### config.mk
export PLATFORM = sky130hd
export DESIGN_NAME = wmsu_core
export DESIGN_NICKNAME = d
export VERILOG_FILES = /design/src/hw/wmsu_pkg.sv /design/src/hw/wmsu_core.sv /design/src/hw/wmsu_calc.sv
export SDC_FILE = /design/constraint.sdc
export NUM_CORES = 1
export LEC_CHECK = 0
export BUFFER_PORTS_ARGS = -buffer_cell sky130_fd_sc_hd__buf_2
export CORE_MARGIN = 2
export CORE_UTILIZATION = 25
export DETAILED_ROUTE_END_ITERATION = 8
export SLEW_MARGIN = 20
export SYNTH_ARGS = -nofsm -noshare
export SYNTH_HDL_FRONTEND = slang
export SYNTH_SLANG_ARGS = --single-unit
### constraint.sdc
create_clock -name mclk -period 8.25 [get_ports mclk]
set_clock_uncertainty 0.05 [all_clocks]
set_input_delay 1.2375 -clock mclk [delete_from_list [all_inputs] [get_ports mclk]]
set_output_delay 1.2375 -clock mclk [all_outputs]
set_load 0.02 [all_outputs]
### src/hw/wmsu_pkg.sv
// Shared constants, types and helpers of the word move and stack unit.
// Assumes a 20 MHz mclk, APB register access and a word memory port.
package wmsu_pkg;
    localparam logic [7:0] REG_CTRL = 8'h00;
    localparam logic [7:0] REG_STAT = 8'h04;
    localparam logic [7:0] REG_OPA = 8'h08;
    localparam logic [7:0] REG_OPB = 8'h0c;
    localparam logic [7:0] REG_OPC = 8'h10;
    localparam int CTRL_OP_LSB = 0;
    localparam int CTRL_COND_BIT = 3;
    localparam int CTRL_GO_BIT = 8;
    localparam int OPND_IND_BIT = 16;
    localparam int STAT_BUSY_BIT = 0;
    localparam int STAT_FAULT_BIT = 1;
    localparam int STAT_ZERO_BIT = 2;
    localparam int STAT_NEG_BIT = 3;
    localparam int STAT_DONE_BIT = 4;
    localparam int AREA_LSB = 12;
    localparam logic [13:0] AREA_WORDS = 14'h1000;
    localparam logic [13:0] SCATTER_PUSH_MAX = 14'h19ff;
    localparam logic [3:0] DIG_PUSH = 4'h9;
    localparam logic [3:0] DIG_FIFO = 4'h9;
    localparam logic [3:0] DIG_LIFO = 4'h8;
    localparam logic [13:0] BIT_MAX = 14'h000f;
    localparam logic [3:0] NIB_MAX = 4'h3;
    localparam logic [15:0] WORD_RST = 16'h0000;
    typedef enum logic [2:0] {OP_SWAP, OP_SCATTER, OP_GATHER, OP_BIT, OP_NIBBLE} wmsu_op_t;
    typedef enum logic [3:0] {S_IDLE, S_IND, S_CHK, S_RPTR, S_RX0, S_RX1,
                              S_WR0, S_SHR, S_SHW, S_WR1, S_FIN} wmsu_state_t;
    typedef struct packed {
        logic ind;
        logic [15:0] addr;
    } wmsu_opnd_t;
    typedef struct packed {
        logic req;
        logic we;
        logic [15:0] addr;
        logic [15:0] wdata;
    } wmsu_memreq_t;

    function automatic logic bcd_ok(input logic [15:0] v);
        bcd_ok = (v[15:12] <= 4'h9) && (v[11:8] <= 4'h9) && (v[7:4] <= 4'h9) && (v[3:0] <= 4'h9);
    endfunction

    function automatic logic [13:0] bcd2bin(input logic [15:0] v);
        bcd2bin = 14'(v[15:12]) * 14'd1000 + 14'(v[11:8]) * 14'd100 + 14'(v[7:4]) * 14'd10 + 14'(v[3:0]);
    endfunction

    function automatic logic [15:0] addr_add(input logic [15:0] base, input logic [15:0] off);
        addr_add = base + off;
    endfunction

    // Offset run leaves the area or wraps the address space
    function automatic logic span_bad(input logic [15:0] base, input logic [13:0] off);
        logic [16:0] s;
        s = {1'b0, base} + {3'b000, off};
        span_bad = s[16] || (s[15:AREA_LSB] != base[15:AREA_LSB]);
    endfunction
endpackage

### src/hw/wmsu_core.sv
// Word move and stack unit: APB registers, indirect resolve, memory sequencer.
// Assumes a single-cycle-acked word memory on mclk; ack is taken only while req is high.
//
// Decided for this implementation: the APB register port and the placing of the registers.
`timescale 1ns/10ps
`default_nettype none
module wmsu_core
    import wmsu_pkg::*;
(
    input wire logic mclk, // 20 MHz clock
    input wire logic rst, // Async reset
    input wire logic ce, // Clock enable
    input wire logic psel, // APB select
    input wire logic penable, // APB enable
    input wire logic pwrite, // APB direction
    input wire logic [7:0] paddr, // APB byte address
    input wire logic [31:0] pwdata, // APB write data
    output logic [31:0] prdata, // APB read data
    output logic pready, // APB ready
    output logic pslverr, // APB error
    output wmsu_memreq_t mem_o, // Memory request
    input wire logic [15:0] mem_rdata, // Memory read data
    input wire logic mem_ack // Memory accept
);
    logic pready_q, pslverr_q;
    logic [31:0] prdata_q;
    wmsu_memreq_t mem_q;
    wmsu_state_t state_q;
    wmsu_op_t op_q;
    logic [2:0] ctrl_op_q;
    logic ctrl_cond_q;
    wmsu_opnd_t opa_q, opb_q;
    logic [15:0] opc_q;
    logic [15:0] a_q, b_q, c_q, tgt_q, ptr_q, k_q, x0_q, x1_q, res_q;
    logic a_ind_q, b_ind_q, idx_q, pend_q;
    logic fault_q, zero_q, neg_q, done_q;

    wire apb_setup = psel && !penable;
    wire apb_wr = psel && penable && pready_q && pwrite;
    wire hit = (paddr == REG_CTRL) || (paddr == REG_STAT) || (paddr == REG_OPA)
               || (paddr == REG_OPB) || (paddr == REG_OPC);
    wire idle = (state_q == S_IDLE);
    wire wr_ctrl = apb_wr && (paddr == REG_CTRL);
    wire start = wr_ctrl && pwdata[CTRL_GO_BIT] && idle;
    wire done_clr = apb_wr && (paddr == REG_STAT) && pwdata[STAT_DONE_BIT];
    wire [31:0] stat_w = {27'h0, done_q, neg_q, zero_q, fault_q, !idle};
    wire [31:0] rd_mux = (paddr == REG_CTRL) ? {28'h0, ctrl_cond_q, ctrl_op_q}
                       : (paddr == REG_STAT) ? stat_w
                       : (paddr == REG_OPA) ? {15'h0, opa_q}
                       : (paddr == REG_OPB) ? {15'h0, opb_q}
                       : (paddr == REG_OPC) ? {16'h0, opc_q}
                       : 32'h0;

    // Control value decode
    wire [3:0] dig = c_q[15:12];
    wire c_ok = bcd_ok(c_q);
    wire [13:0] c_bin = bcd2bin(c_q);
    wire [13:0] len = bcd2bin({4'h0, c_q[11:0]});
    wire scatter_push = c_bin <= SCATTER_PUSH_MAX;
    wire is_sc = (op_q == OP_SCATTER);
    wire is_ga = (op_q == OP_GATHER);
    wire is_push = is_sc && !scatter_push && (dig == DIG_PUSH);
    wire is_fifo = is_ga && !scatter_push && (dig == DIG_FIFO);
    wire is_lifo = is_ga && !scatter_push && (dig == DIG_LIFO);
    wire is_pop = is_fifo || is_lifo;
    wire two_rd = (op_q == OP_SWAP) || (op_q == OP_BIT) || (op_q == OP_NIBBLE);

    wire sc_fault = !c_ok || (!scatter_push && (dig != DIG_PUSH))
                    || (scatter_push && span_bad(b_q, c_bin)) || (is_push && span_bad(b_q, len));
    wire ga_fault = !c_ok || (!scatter_push && (dig != DIG_FIFO) && (dig != DIG_LIFO))
                    || (scatter_push && span_bad(b_q, c_bin)) || (is_pop && span_bad(b_q, len));
    wire bit_fault = !c_ok || (bcd2bin({8'h0, c_q[7:0]}) > BIT_MAX)
                     || (bcd2bin({8'h0, c_q[15:8]}) > BIT_MAX);
    wire nib_fault = (c_q[3:0] > NIB_MAX) || (c_q[7:4] > NIB_MAX) || (c_q[11:8] > NIB_MAX);
    wire chk_fault = (op_q == OP_SCATTER) ? sc_fault
                   : (op_q == OP_GATHER) ? ga_fault
                   : (op_q == OP_BIT) ? bit_fault
                   : (op_q == OP_NIBBLE) ? nib_fault
                   : (op_q != OP_SWAP);

    // Full push and empty pop are refused rather than corrupting neighbours
    wire [15:0] len16 = {2'b00, len};
    wire ptr_bad = is_push ? (mem_rdata >= len16)
                 : ((mem_rdata > len16) || (mem_rdata == WORD_RST));

    // Indirect word resolve
    wire ind_need = idx_q ? b_ind_q : a_ind_q;
    wire [15:0] ind_src = idx_q ? b_q : a_q;
    wire [13:0] ind_bin = bcd2bin(mem_rdata);
    wire ind_bad = !bcd_ok(mem_rdata) || (ind_bin >= AREA_WORDS);
    wire [15:0] ind_addr = {ind_src[15:AREA_LSB], ind_bin[AREA_LSB-1:0]};
    logic [15:0] bit_res, nib_res;
    wmsu_calc u_calc (
        .src_w(x0_q),
        .dst_w(x1_q),
        .sel(c_q),
        .bit_res(bit_res),
        .nib_res(nib_res)
    );
    wire [15:0] b_plus1 = addr_add(b_q, 16'h0001);
    wire [15:0] rx0_addr = is_fifo ? b_plus1 : is_ga ? tgt_q : a_q;
    wire [15:0] wr0_addr = is_sc ? tgt_q : ((op_q == OP_BIT) || (op_q == OP_NIBBLE)) ? b_q : a_q;
    wire [15:0] wr0_data = (op_q == OP_SWAP) ? x1_q
                         : (op_q == OP_BIT) ? bit_res
                         : (op_q == OP_NIBBLE) ? nib_res
                         : x0_q;
    wire [15:0] wr1_data = (op_q == OP_SWAP) ? x0_q
                         : is_push ? addr_add(ptr_q, 16'h0001)
                         : addr_add(ptr_q, 16'hffff);
    wire [15:0] step_addr = (state_q == S_IND) ? ind_src
                          : (state_q == S_RPTR) ? b_q
                          : (state_q == S_RX0) ? rx0_addr
                          : (state_q == S_RX1) ? b_q
                          : (state_q == S_WR0) ? wr0_addr
                          : (state_q == S_SHR) ? addr_add(b_plus1, k_q)
                          : (state_q == S_SHW) ? addr_add(b_q, k_q)
                          : b_q;
    wire step_we = (state_q == S_WR0) || (state_q == S_WR1) || (state_q == S_SHW);
    wire [15:0] step_wdata = (state_q == S_WR0) ? wr0_data
                           : (state_q == S_WR1) ? wr1_data
                           : (state_q == S_SHW) ? x1_q
                           : WORD_RST;
    wire mem_state = (state_q != S_IDLE) && (state_q != S_CHK) && (state_q != S_FIN);
    wire mem_issue = mem_state && !mem_q.req && !((state_q == S_IND) && !ind_need);
    wire acc = mem_q.req && mem_ack;
    wire wr0_next_wr1 = (op_q == OP_SWAP) || is_push || is_pop;

    // APB slave, no wait states: pready is high in the first access cycle
    always_ff @(posedge mclk or posedge rst) begin
        if (rst) begin
            pready_q <= 1'b0;
            pslverr_q <= 1'b0;
            prdata_q <= 32'h0;
        end else if (ce) begin
            pready_q <= apb_setup;
            pslverr_q <= apb_setup && !hit;
            prdata_q <= apb_setup ? rd_mux : prdata_q;
        end
    end

    always_ff @(posedge mclk or posedge rst) begin
        if (rst) begin
            ctrl_op_q <= 3'h0;
            ctrl_cond_q <= 1'b0;
            opa_q <= '0;
            opb_q <= '0;
            opc_q <= WORD_RST;
        end else if (ce && apb_wr) begin
            if (paddr == REG_CTRL) begin
                ctrl_op_q <= pwdata[CTRL_OP_LSB +: 3];
                ctrl_cond_q <= pwdata[CTRL_COND_BIT];
            end else if (paddr == REG_OPA) begin
                opa_q <= pwdata[OPND_IND_BIT:0];
            end else if (paddr == REG_OPB) begin
                opb_q <= pwdata[OPND_IND_BIT:0];
            end else if (paddr == REG_OPC) begin
                opc_q <= pwdata[15:0];
            end
        end
    end

    always_ff @(posedge mclk or posedge rst) begin
        if (rst) begin
            mem_q <= '0;
        end else if (ce) begin
            if (acc) begin
                mem_q.req <= 1'b0;
                mem_q.we <= 1'b0;
            end else if (mem_issue) begin
                mem_q <= '{req: 1'b1, we: step_we, addr: step_addr, wdata: step_wdata};
            end
        end
    end

    // Done is sticky; a finish in the clearing cycle wins
    always_ff @(posedge mclk or posedge rst) begin
        if (rst) begin
            done_q <= 1'b0;
        end else if (ce) begin
            done_q <= ((state_q == S_FIN) || (start && !pwdata[CTRL_COND_BIT])) || (done_q && !done_clr);
        end
    end

    always_ff @(posedge mclk or posedge rst) begin
        if (rst) begin
            fault_q <= 1'b0;
            zero_q <= 1'b0;
            neg_q <= 1'b0;
        end else if (ce && (state_q == S_FIN)) begin
            fault_q <= pend_q;
            if (!pend_q && (is_sc || is_ga)) begin
                zero_q <= (x0_q == WORD_RST);
            end
            if (!pend_q && is_push) begin
                neg_q <= x0_q[15];
            end
            if (!pend_q && (op_q == OP_BIT)) begin
                neg_q <= res_q[15];
            end
        end
    end

    always_ff @(posedge mclk or posedge rst) begin
        if (rst) begin
            state_q <= S_IDLE;
            op_q <= OP_SWAP;
            a_q <= WORD_RST;
            b_q <= WORD_RST;
            a_ind_q <= 1'b0;
            b_ind_q <= 1'b0;
            c_q <= WORD_RST;
            idx_q <= 1'b0;
            tgt_q <= WORD_RST;
            ptr_q <= WORD_RST;
            k_q <= WORD_RST;
            x0_q <= WORD_RST;
            x1_q <= WORD_RST;
            res_q <= WORD_RST;
            pend_q <= 1'b0;
        end else if (ce) begin
            case (state_q)
                S_IDLE: begin
                    if (start && pwdata[CTRL_COND_BIT]) begin
                        op_q <= wmsu_op_t'(pwdata[CTRL_OP_LSB +: 3]);
                        {a_ind_q, a_q} <= opa_q;
                        {b_ind_q, b_q} <= opb_q;
                        c_q <= opc_q;
                        idx_q <= 1'b0;
                        pend_q <= 1'b0;
                        state_q <= S_IND;
                    end
                end
                S_IND: begin
                    if (!ind_need || acc) begin
                        if (ind_need && ind_bad) begin
                            pend_q <= 1'b1;
                            state_q <= S_FIN;
                        end else begin
                            if (ind_need && idx_q) begin
                                b_q <= ind_addr;
                            end
                            if (ind_need && !idx_q) begin
                                a_q <= ind_addr;
                            end
                            idx_q <= 1'b1;
                            state_q <= idx_q ? S_CHK : S_IND;
                        end
                    end
                end
                S_CHK: begin
                    tgt_q <= addr_add(b_q, {2'b00, c_bin});
                    pend_q <= chk_fault;
                    state_q <= chk_fault ? S_FIN : (is_push || is_pop) ? S_RPTR : S_RX0;
                end
                S_RPTR: begin
                    if (acc) begin
                        ptr_q <= mem_rdata;
                        tgt_q <= is_push ? addr_add(b_plus1, mem_rdata) : addr_add(b_q, mem_rdata);
                        pend_q <= ptr_bad;
                        state_q <= ptr_bad ? S_FIN : S_RX0;
                    end
                end
                S_RX0: begin
                    if (acc) begin
                        x0_q <= mem_rdata;
                        state_q <= two_rd ? S_RX1 : S_WR0;
                    end
                end
                S_RX1: begin
                    if (acc) begin
                        x1_q <= mem_rdata;
                        state_q <= S_WR0;
                    end
                end
                S_WR0: begin
                    if (acc) begin
                        res_q <= mem_q.wdata;
                        k_q <= 16'h0001;
                        state_q <= (is_fifo && (ptr_q > 16'h0001)) ? S_SHR : wr0_next_wr1 ? S_WR1 : S_FIN;
                    end
                end
                S_SHR: begin
                    if (acc) begin
                        x1_q <= mem_rdata;
                        state_q <= S_SHW;
                    end
                end
                S_SHW: begin
                    if (acc) begin
                        k_q <= addr_add(k_q, 16'h0001);
                        state_q <= (addr_add(k_q, 16'h0001) < ptr_q) ? S_SHR : S_WR1;
                    end
                end
                S_WR1: begin
                    if (acc) begin
                        state_q <= S_FIN;
                    end
                end
                default: begin
                    state_q <= S_IDLE;
                end
            endcase
        end
    end

    assign prdata = prdata_q;
    assign pready = pready_q;
    assign pslverr = pslverr_q;
    assign mem_o = mem_q;
    property p_cond_off;
        @(posedge mclk) disable iff (rst || !ce)
        (start && !pwdata[CTRL_COND_BIT]) |=> idle && !mem_q.req && $stable(fault_q) && $stable(zero_q);
    endproperty
    a_cond_off: assert property (p_cond_off) else $error("operation ran with condition low");
    property p_swap_wr;
        @(posedge mclk) disable iff (rst || !ce)
        (mem_issue && (op_q == OP_SWAP) && (state_q == S_WR0)) |=> mem_q.we && (mem_q.wdata == x1_q)
            && (mem_q.addr == a_q);
    endproperty
    a_swap_wr: assert property (p_swap_wr) else $error("swap first write wrong");
    property p_push_ptr;
        @(posedge mclk) disable iff (rst || !ce)
        (mem_issue && is_push && (state_q == S_WR1)) |=> (mem_q.wdata == ptr_q + 16'h0001) && (mem_q.addr == b_q);
    endproperty
    a_push_ptr: assert property (p_push_ptr) else $error("push pointer not incremented");
    property p_pop_ptr;
        @(posedge mclk) disable iff (rst || !ce)
        (mem_issue && is_pop && (state_q == S_WR1)) |=> (mem_q.wdata == ptr_q - 16'h0001);
    endproperty
    a_pop_ptr: assert property (p_pop_ptr) else $error("pop pointer not decremented");
    property p_lifo_addr;
        @(posedge mclk) disable iff (rst || !ce)
        (mem_issue && is_lifo && (state_q == S_RX0)) |=> (mem_q.addr == b_q + ptr_q) && !mem_q.we;
    endproperty
    a_lifo_addr: assert property (p_lifo_addr) else $error("lifo reads wrong slot");
    property p_fifo_addr;
        @(posedge mclk) disable iff (rst || !ce)
        (mem_issue && is_fifo && (state_q == S_RX0)) |=> (mem_q.addr == b_q + 16'h0001);
    endproperty
    a_fifo_addr: assert property (p_fifo_addr) else $error("fifo reads wrong slot");
    property p_chk_fault;
        @(posedge mclk) disable iff (rst || !ce)
        ((state_q == S_CHK) && chk_fault) |=> (state_q == S_FIN) ##1 fault_q && idle && !mem_q.req;
    endproperty
    a_chk_fault: assert property (p_chk_fault) else $error("fault not reported or memory touched");
    property p_bit_fault;
        @(posedge mclk) disable iff (rst || !ce)
        ((state_q == S_CHK) && (op_q == OP_BIT) && (c_q[7:0] == 8'h16)) |=> ##1 fault_q;
    endproperty
    a_bit_fault: assert property (p_bit_fault) else $error("bit 16 accepted");
    property p_nib_fault;
        @(posedge mclk) disable iff (rst || !ce)
        ((state_q == S_CHK) && (op_q == OP_NIBBLE) && ((c_q[3:0] > NIB_MAX) || (c_q[11:8] > NIB_MAX)))
            |=> ##1 fault_q;
    endproperty
    a_nib_fault: assert property (p_nib_fault) else $error("bad digit selector accepted");
    property p_zero_flag;
        @(posedge mclk) disable iff (rst || !ce)
        ((state_q == S_FIN) && !pend_q && is_sc) |=> (zero_q == (x0_q == WORD_RST)) && !fault_q;
    endproperty
    a_zero_flag: assert property (p_zero_flag) else $error("scatter zero flag wrong");
    property p_neg_flag;
        @(posedge mclk) disable iff (rst || !ce)
        ((state_q == S_FIN) && !pend_q && (op_q == OP_BIT)) |=> (neg_q == res_q[15]);
    endproperty
    a_neg_flag: assert property (p_neg_flag) else $error("bit copy negative flag wrong");
endmodule
`default_nettype wire

### src/hw/wmsu_calc.sv
// Combinational bit and digit merge for the word move and stack unit.
// Assumes the selector has already been range checked by the caller.
`timescale 1ns/10ps
`default_nettype none
module wmsu_calc
    import wmsu_pkg::*;
(
    input wire logic [15:0] src_w, // Source word
    input wire logic [15:0] dst_w, // Old destination word
    input wire logic [15:0] sel, // BCD selector
    output logic [15:0] bit_res, // Destination after bit copy
    output logic [15:0] nib_res // Destination after digit copy
);
    logic [3:0] spos;
    logic [3:0] dpos;
    logic [1:0] si;
    logic [1:0] di;

    assign spos = 4'(sel[7:4] * 4'd10 + sel[3:0]);
    assign dpos = 4'(sel[15:12] * 4'd10 + sel[11:8]);

    always_comb begin
        bit_res = dst_w;
        bit_res[dpos] = src_w[spos];
    end

    always_comb begin
        si = 2'b00;
        di = 2'b00;
        nib_res = dst_w;
        for (int i = 0; i < 4; i++) begin
            si = 2'(sel[1:0] + 2'(i));
            di = 2'(sel[9:8] + 2'(i));
            if (i <= int'(sel[5:4])) begin
                nib_res[4*di +: 4] = src_w[4*si +: 4];
            end
        end
    end
endmodule
`default_nettype wire

==> metrics.md <==
| Metric | Value |
|---|---|
| Status | `completed` |
| Global Route Usage Sum | `0.183` |
| Vias in the first global route | `21500` |
| Top_reg_cell synth | `dfrtp_1` |
| Drt first-iter violations | `2345` |
| Sequential area share after synthesis | `0.261` |
| Share of flip-flops with an asynchronous set or reset | `1.00` |
| Slew @ Worst Pin | `1150 ps` |
| Min Clock Period, post-route | `7740 ps` |
| Initial antenna violation count | `3` |
| Worst setup SP type | `flip-flop` |
| P_sw | `3.33 mW` |
| Max Freq | `0.129 GHz` |
| Final worst-path cycle share | `0.938` |
| Mean post-synth cell area | `8.45 sq um` |
| Count of final hold-check violations | `0` |
| Clk root buf | `clkbuf_16` |
| Fillers | `10300` |
| Critical Path Most Common Cell | `ha_1` |
| Combinational power share | `0.499` |
| Hold Buf Count CTS | `0` |
| Pwr dens | `255 nW/um^2` |
| Crit Path Category | `flip-flop to flip-flop` |
| Worst Path Required | `8680 ps` |
| Seq pwr share | `0.284` |
| Post-DRT Antenna Nets | `0` |
| Floorplan row count | `113` |
| CTS tree | `done` |
| Max-slew violation count | `0` |
| Crit path max-delay family | `adder cells` |
| Layout Cells excl Fill | `4207` |
| Total leakage power | `12.6 nW` |
| Peak supply drop | `0.000192 V` |
| Setup violations, final | `0` |
| CP max-delay cell | `fa_1` |
| Post-layout nets | `3271` |
| Worst skew pair latency | `610 ps` |
| Switching Fraction | `0.477` |
| Post-synth EDFFs | `0` |
| Chip height | `314 um` |
| CP max stage delay | `640 ps` |
| Final wirelength | `93.2 mm` |
| Final Cell Area | `27300 sq um` |
| Clock share of power | `0.218` |
| Num CTS Buffers | `31` |
| HPWL after DPL | `71.8 mm` |
| Router iterations before antenna repair | `5` |
| Worst-path clk slew | `60 ps` |
| Clk sinks | `251` |
| CTS H-tree lvls | `1` |
| Area grow syn2layout | `13.3%` |
| Synth cell types | `87` |
| Per-cell routed wire length | `22.1 um` |
| Critical path endpoint category | `flip-flop` |
| Flops & latches, synth | `251` |
| Mapped cell area | `24100 sq um` |
| Post-DP Area | `26100 sq um` |
| Pint | `3.64 mW` |
| Largest net degree at the start of global routing | `132` |
| Core area | `95300 sq um` |
| Worst hold path class | `flip-flop to flip-flop` |
| DP Cell Count | `4146` |
| Post-CTS setup buffer count | `0` |
| IO Pins | `131` |
| Port Buf Inserts | `100` |
| Worst path arrival time | `8170 ps` |
| CP bufs+invs | `4` |
| DR vias/cell | `5.34` |
| Power Total | `6.97 mW` |
| Placer Congestion | `1.02` |
| Total gr overflow | `0` |
| Deepest clock path buffer count | `3` |
| Proportion of layout cells with a drive suffix above 1 | `0.136` |
| Max Cap Violations | `0` |
| Full die area | `98900 sq um` |
| Yosys warnings | `0` |
| Critical path peak fanout | `7` |
| Die Width | `314 um` |
| Mapped Cells | `2852` |
| Worst slew margin | `0.231` |
| DRC | `0` |
| First-pass GRT wire length | `138 mm` |
| Via count | `22500` |
| Initial Util | `0.253` |
==> tightest hold or removal path: cells and delay by family, from the launching register on <==
kind | cells | cell delay (ps)
flip-flops | 1 | 330
AND/OR/NAND/NOR | 1 | 50
AO/OA/AOI/OAI | 1 | 50
==> path summary, 6_finish.rpt <==
| check | startpoint | to | slack, ps | cells past startpoint |
|---|---|---|---|---|
| worst max-delay path | c_q[13] | tgt_q[14] | 510 | 32 |
| worst min-delay path | prdata[16] | prdata[16] | 420 | 2 |
| worst max register to register | c_q[13] | tgt_q[14] | 510 | 32 |
| worst min register to register | prdata[16] | prdata[16] | 420 | 2 |
| max in group asynchronous | rst | mem_o[12] | 6080 | 3 |
| min in group asynchronous | rst | prdata[6] | 800 | 2 |
==> registers in the layout, indices dropped and copies added (netlist names), 3 cells and up <==
| register | cells |
|---|---|
| ptr_q | 16 |
| op_q | 3 |
| tgt_q | 16 |
| x1_q | 16 |
| opa_q | 17 |
| b_q | 16 |
| opc_q | 16 |
| x0_q | 16 |
| c_q | 16 |
| mem_o | 34 |
| prdata | 17 |
| a_q | 16 |
| k_q | 16 |
| ctrl_op_q | 3 |
| opb_q | 17 |
| state_q | 4 |
==> timing repair <==
item,4_1_cts,5_1_grt
setup endpoints to repair,0,2
resized for setup,0,2
endpoints found under the hold margin,0,0
==> stage by stage <==
step / TNS [ps] / utilization / setup WS, ps / hold slack [ps]
6_report: 0 / 0.286 / 513 / 420
5_1_grt: -32.6 / 0.286 / -32.6 / 444
4_1_cts: 0 / 0.286 / 445 / 424
3_5_place_dp: 0 / 0.274 / 473 / 411
3_3_place_gp: 0 / 0.274 / 536 / 413
2_1_floorplan: 0 / - / 62.5 / 415
==> per-layer routing <==
metal / up-vias / part of all wire / global-route usage
met5: - / 0.00014 / 0
met2: 955 / 0.44 / 0.286
met3: 252 / 0.079 / 0.0288
met1: 10900 / 0.42 / 0.247
li1: 10400 / - / -
met4: 2 / 0.060 / 0.0908
==> area by class of cell <==
type	instances	area, sq um	area share
multi-input combinational	2300	16700	0.610
tap	1265	1580	0.0580
clock inverter	18	245	0.00899
inverter	165	627	0.0230
clock buffer	40	880	0.0322
timing repair buffer	166	1010	0.0371
sequential	251	6280	0.230
antenna	2	5.00	0.000183
==> cell usage after synthesis (all sizes together), types with 9 or more instances <==
library cell,number,area share
nand2,313,0.049
a211oi,29,0.0099
xor2,51,0.019
a221oi,20,0.0073
a21oi,234,0.049
ha,249,0.13
mux2,113,0.053
or2,16,0.0042
o21ai,216,0.045
a21o,53,0.017
nor2b,37,0.0096
a22o,14,0.0051
o211ai,28,0.0089
mux2i,61,0.025
fa,44,0.037
o22ai,33,0.0086
o21bai,12,0.0037
and2,14,0.0036
buf,35,0.0088
and3,21,0.0055
nor3,52,0.011
inv,164,0.026
a2111oi,11,0.0045
a22oi,10,0.0031
nor4,17,0.0047
o21a,31,0.010
nand4,20,0.0052
dfrtp,251,0.26
o221ai,9,0.0033
a31oi,49,0.013
nor2,220,0.034
o31ai,18,0.0058
xnor2,90,0.033
or3,14,0.0036
clkbuf,115,0.018
mux4,19,0.018
nand3,62,0.013
nand2b,22,0.0057
==> power groups by stage <==
stage / registers [mW] / clock network (mW) / logic (mW)
4_1_cts: 1.95 / 1.54 / 3.38
5_1_grt: 2.00 / 1.58 / 3.74
3_3_place_gp: 1.97 / 0 / 3.34
6_report: 1.98 / 1.52 / 3.48
2_1_floorplan: 1.83 / 0 / 2.17
3_5_place_dp: 1.97 / 0 / 3.36
==> layout by cell type, fill, tap and decap left out, drive strengths merged, types with 61 or more instances in the layout <==
| master | instances |
|---|---|
| nand2 | 313 |
| dfrtp | 251 |
| ha | 249 |
| a21oi | 234 |
| nor2 | 220 |
| o21ai | 216 |
| inv | 166 |
| buf | 166 |
| mux2 | 113 |
| xnor2 | 90 |
| nand3 | 62 |
| mux2i | 61 |
==> logic make-up (layout without fill, tap and decap cells) <==
group | after synthesis | count (layout) | share of synthesized area
AND/OR/NAND/NOR | 831 | 831 | 0.157
AO/OA/AOI/OAI | 823 | 823 | 0.214
buffers and inverters | 315 | 389 | 0.0524
adder cells (fa/ha/maj) | 296 | 296 | 0.167
flip-flops | 251 | 251 | 0.261
multiplexers | 193 | 193 | 0.0959
XOR/XNOR | 142 | 142 | 0.0522
other | 1 | 17 | 0.000156
(Power assumes the default switching activity.)
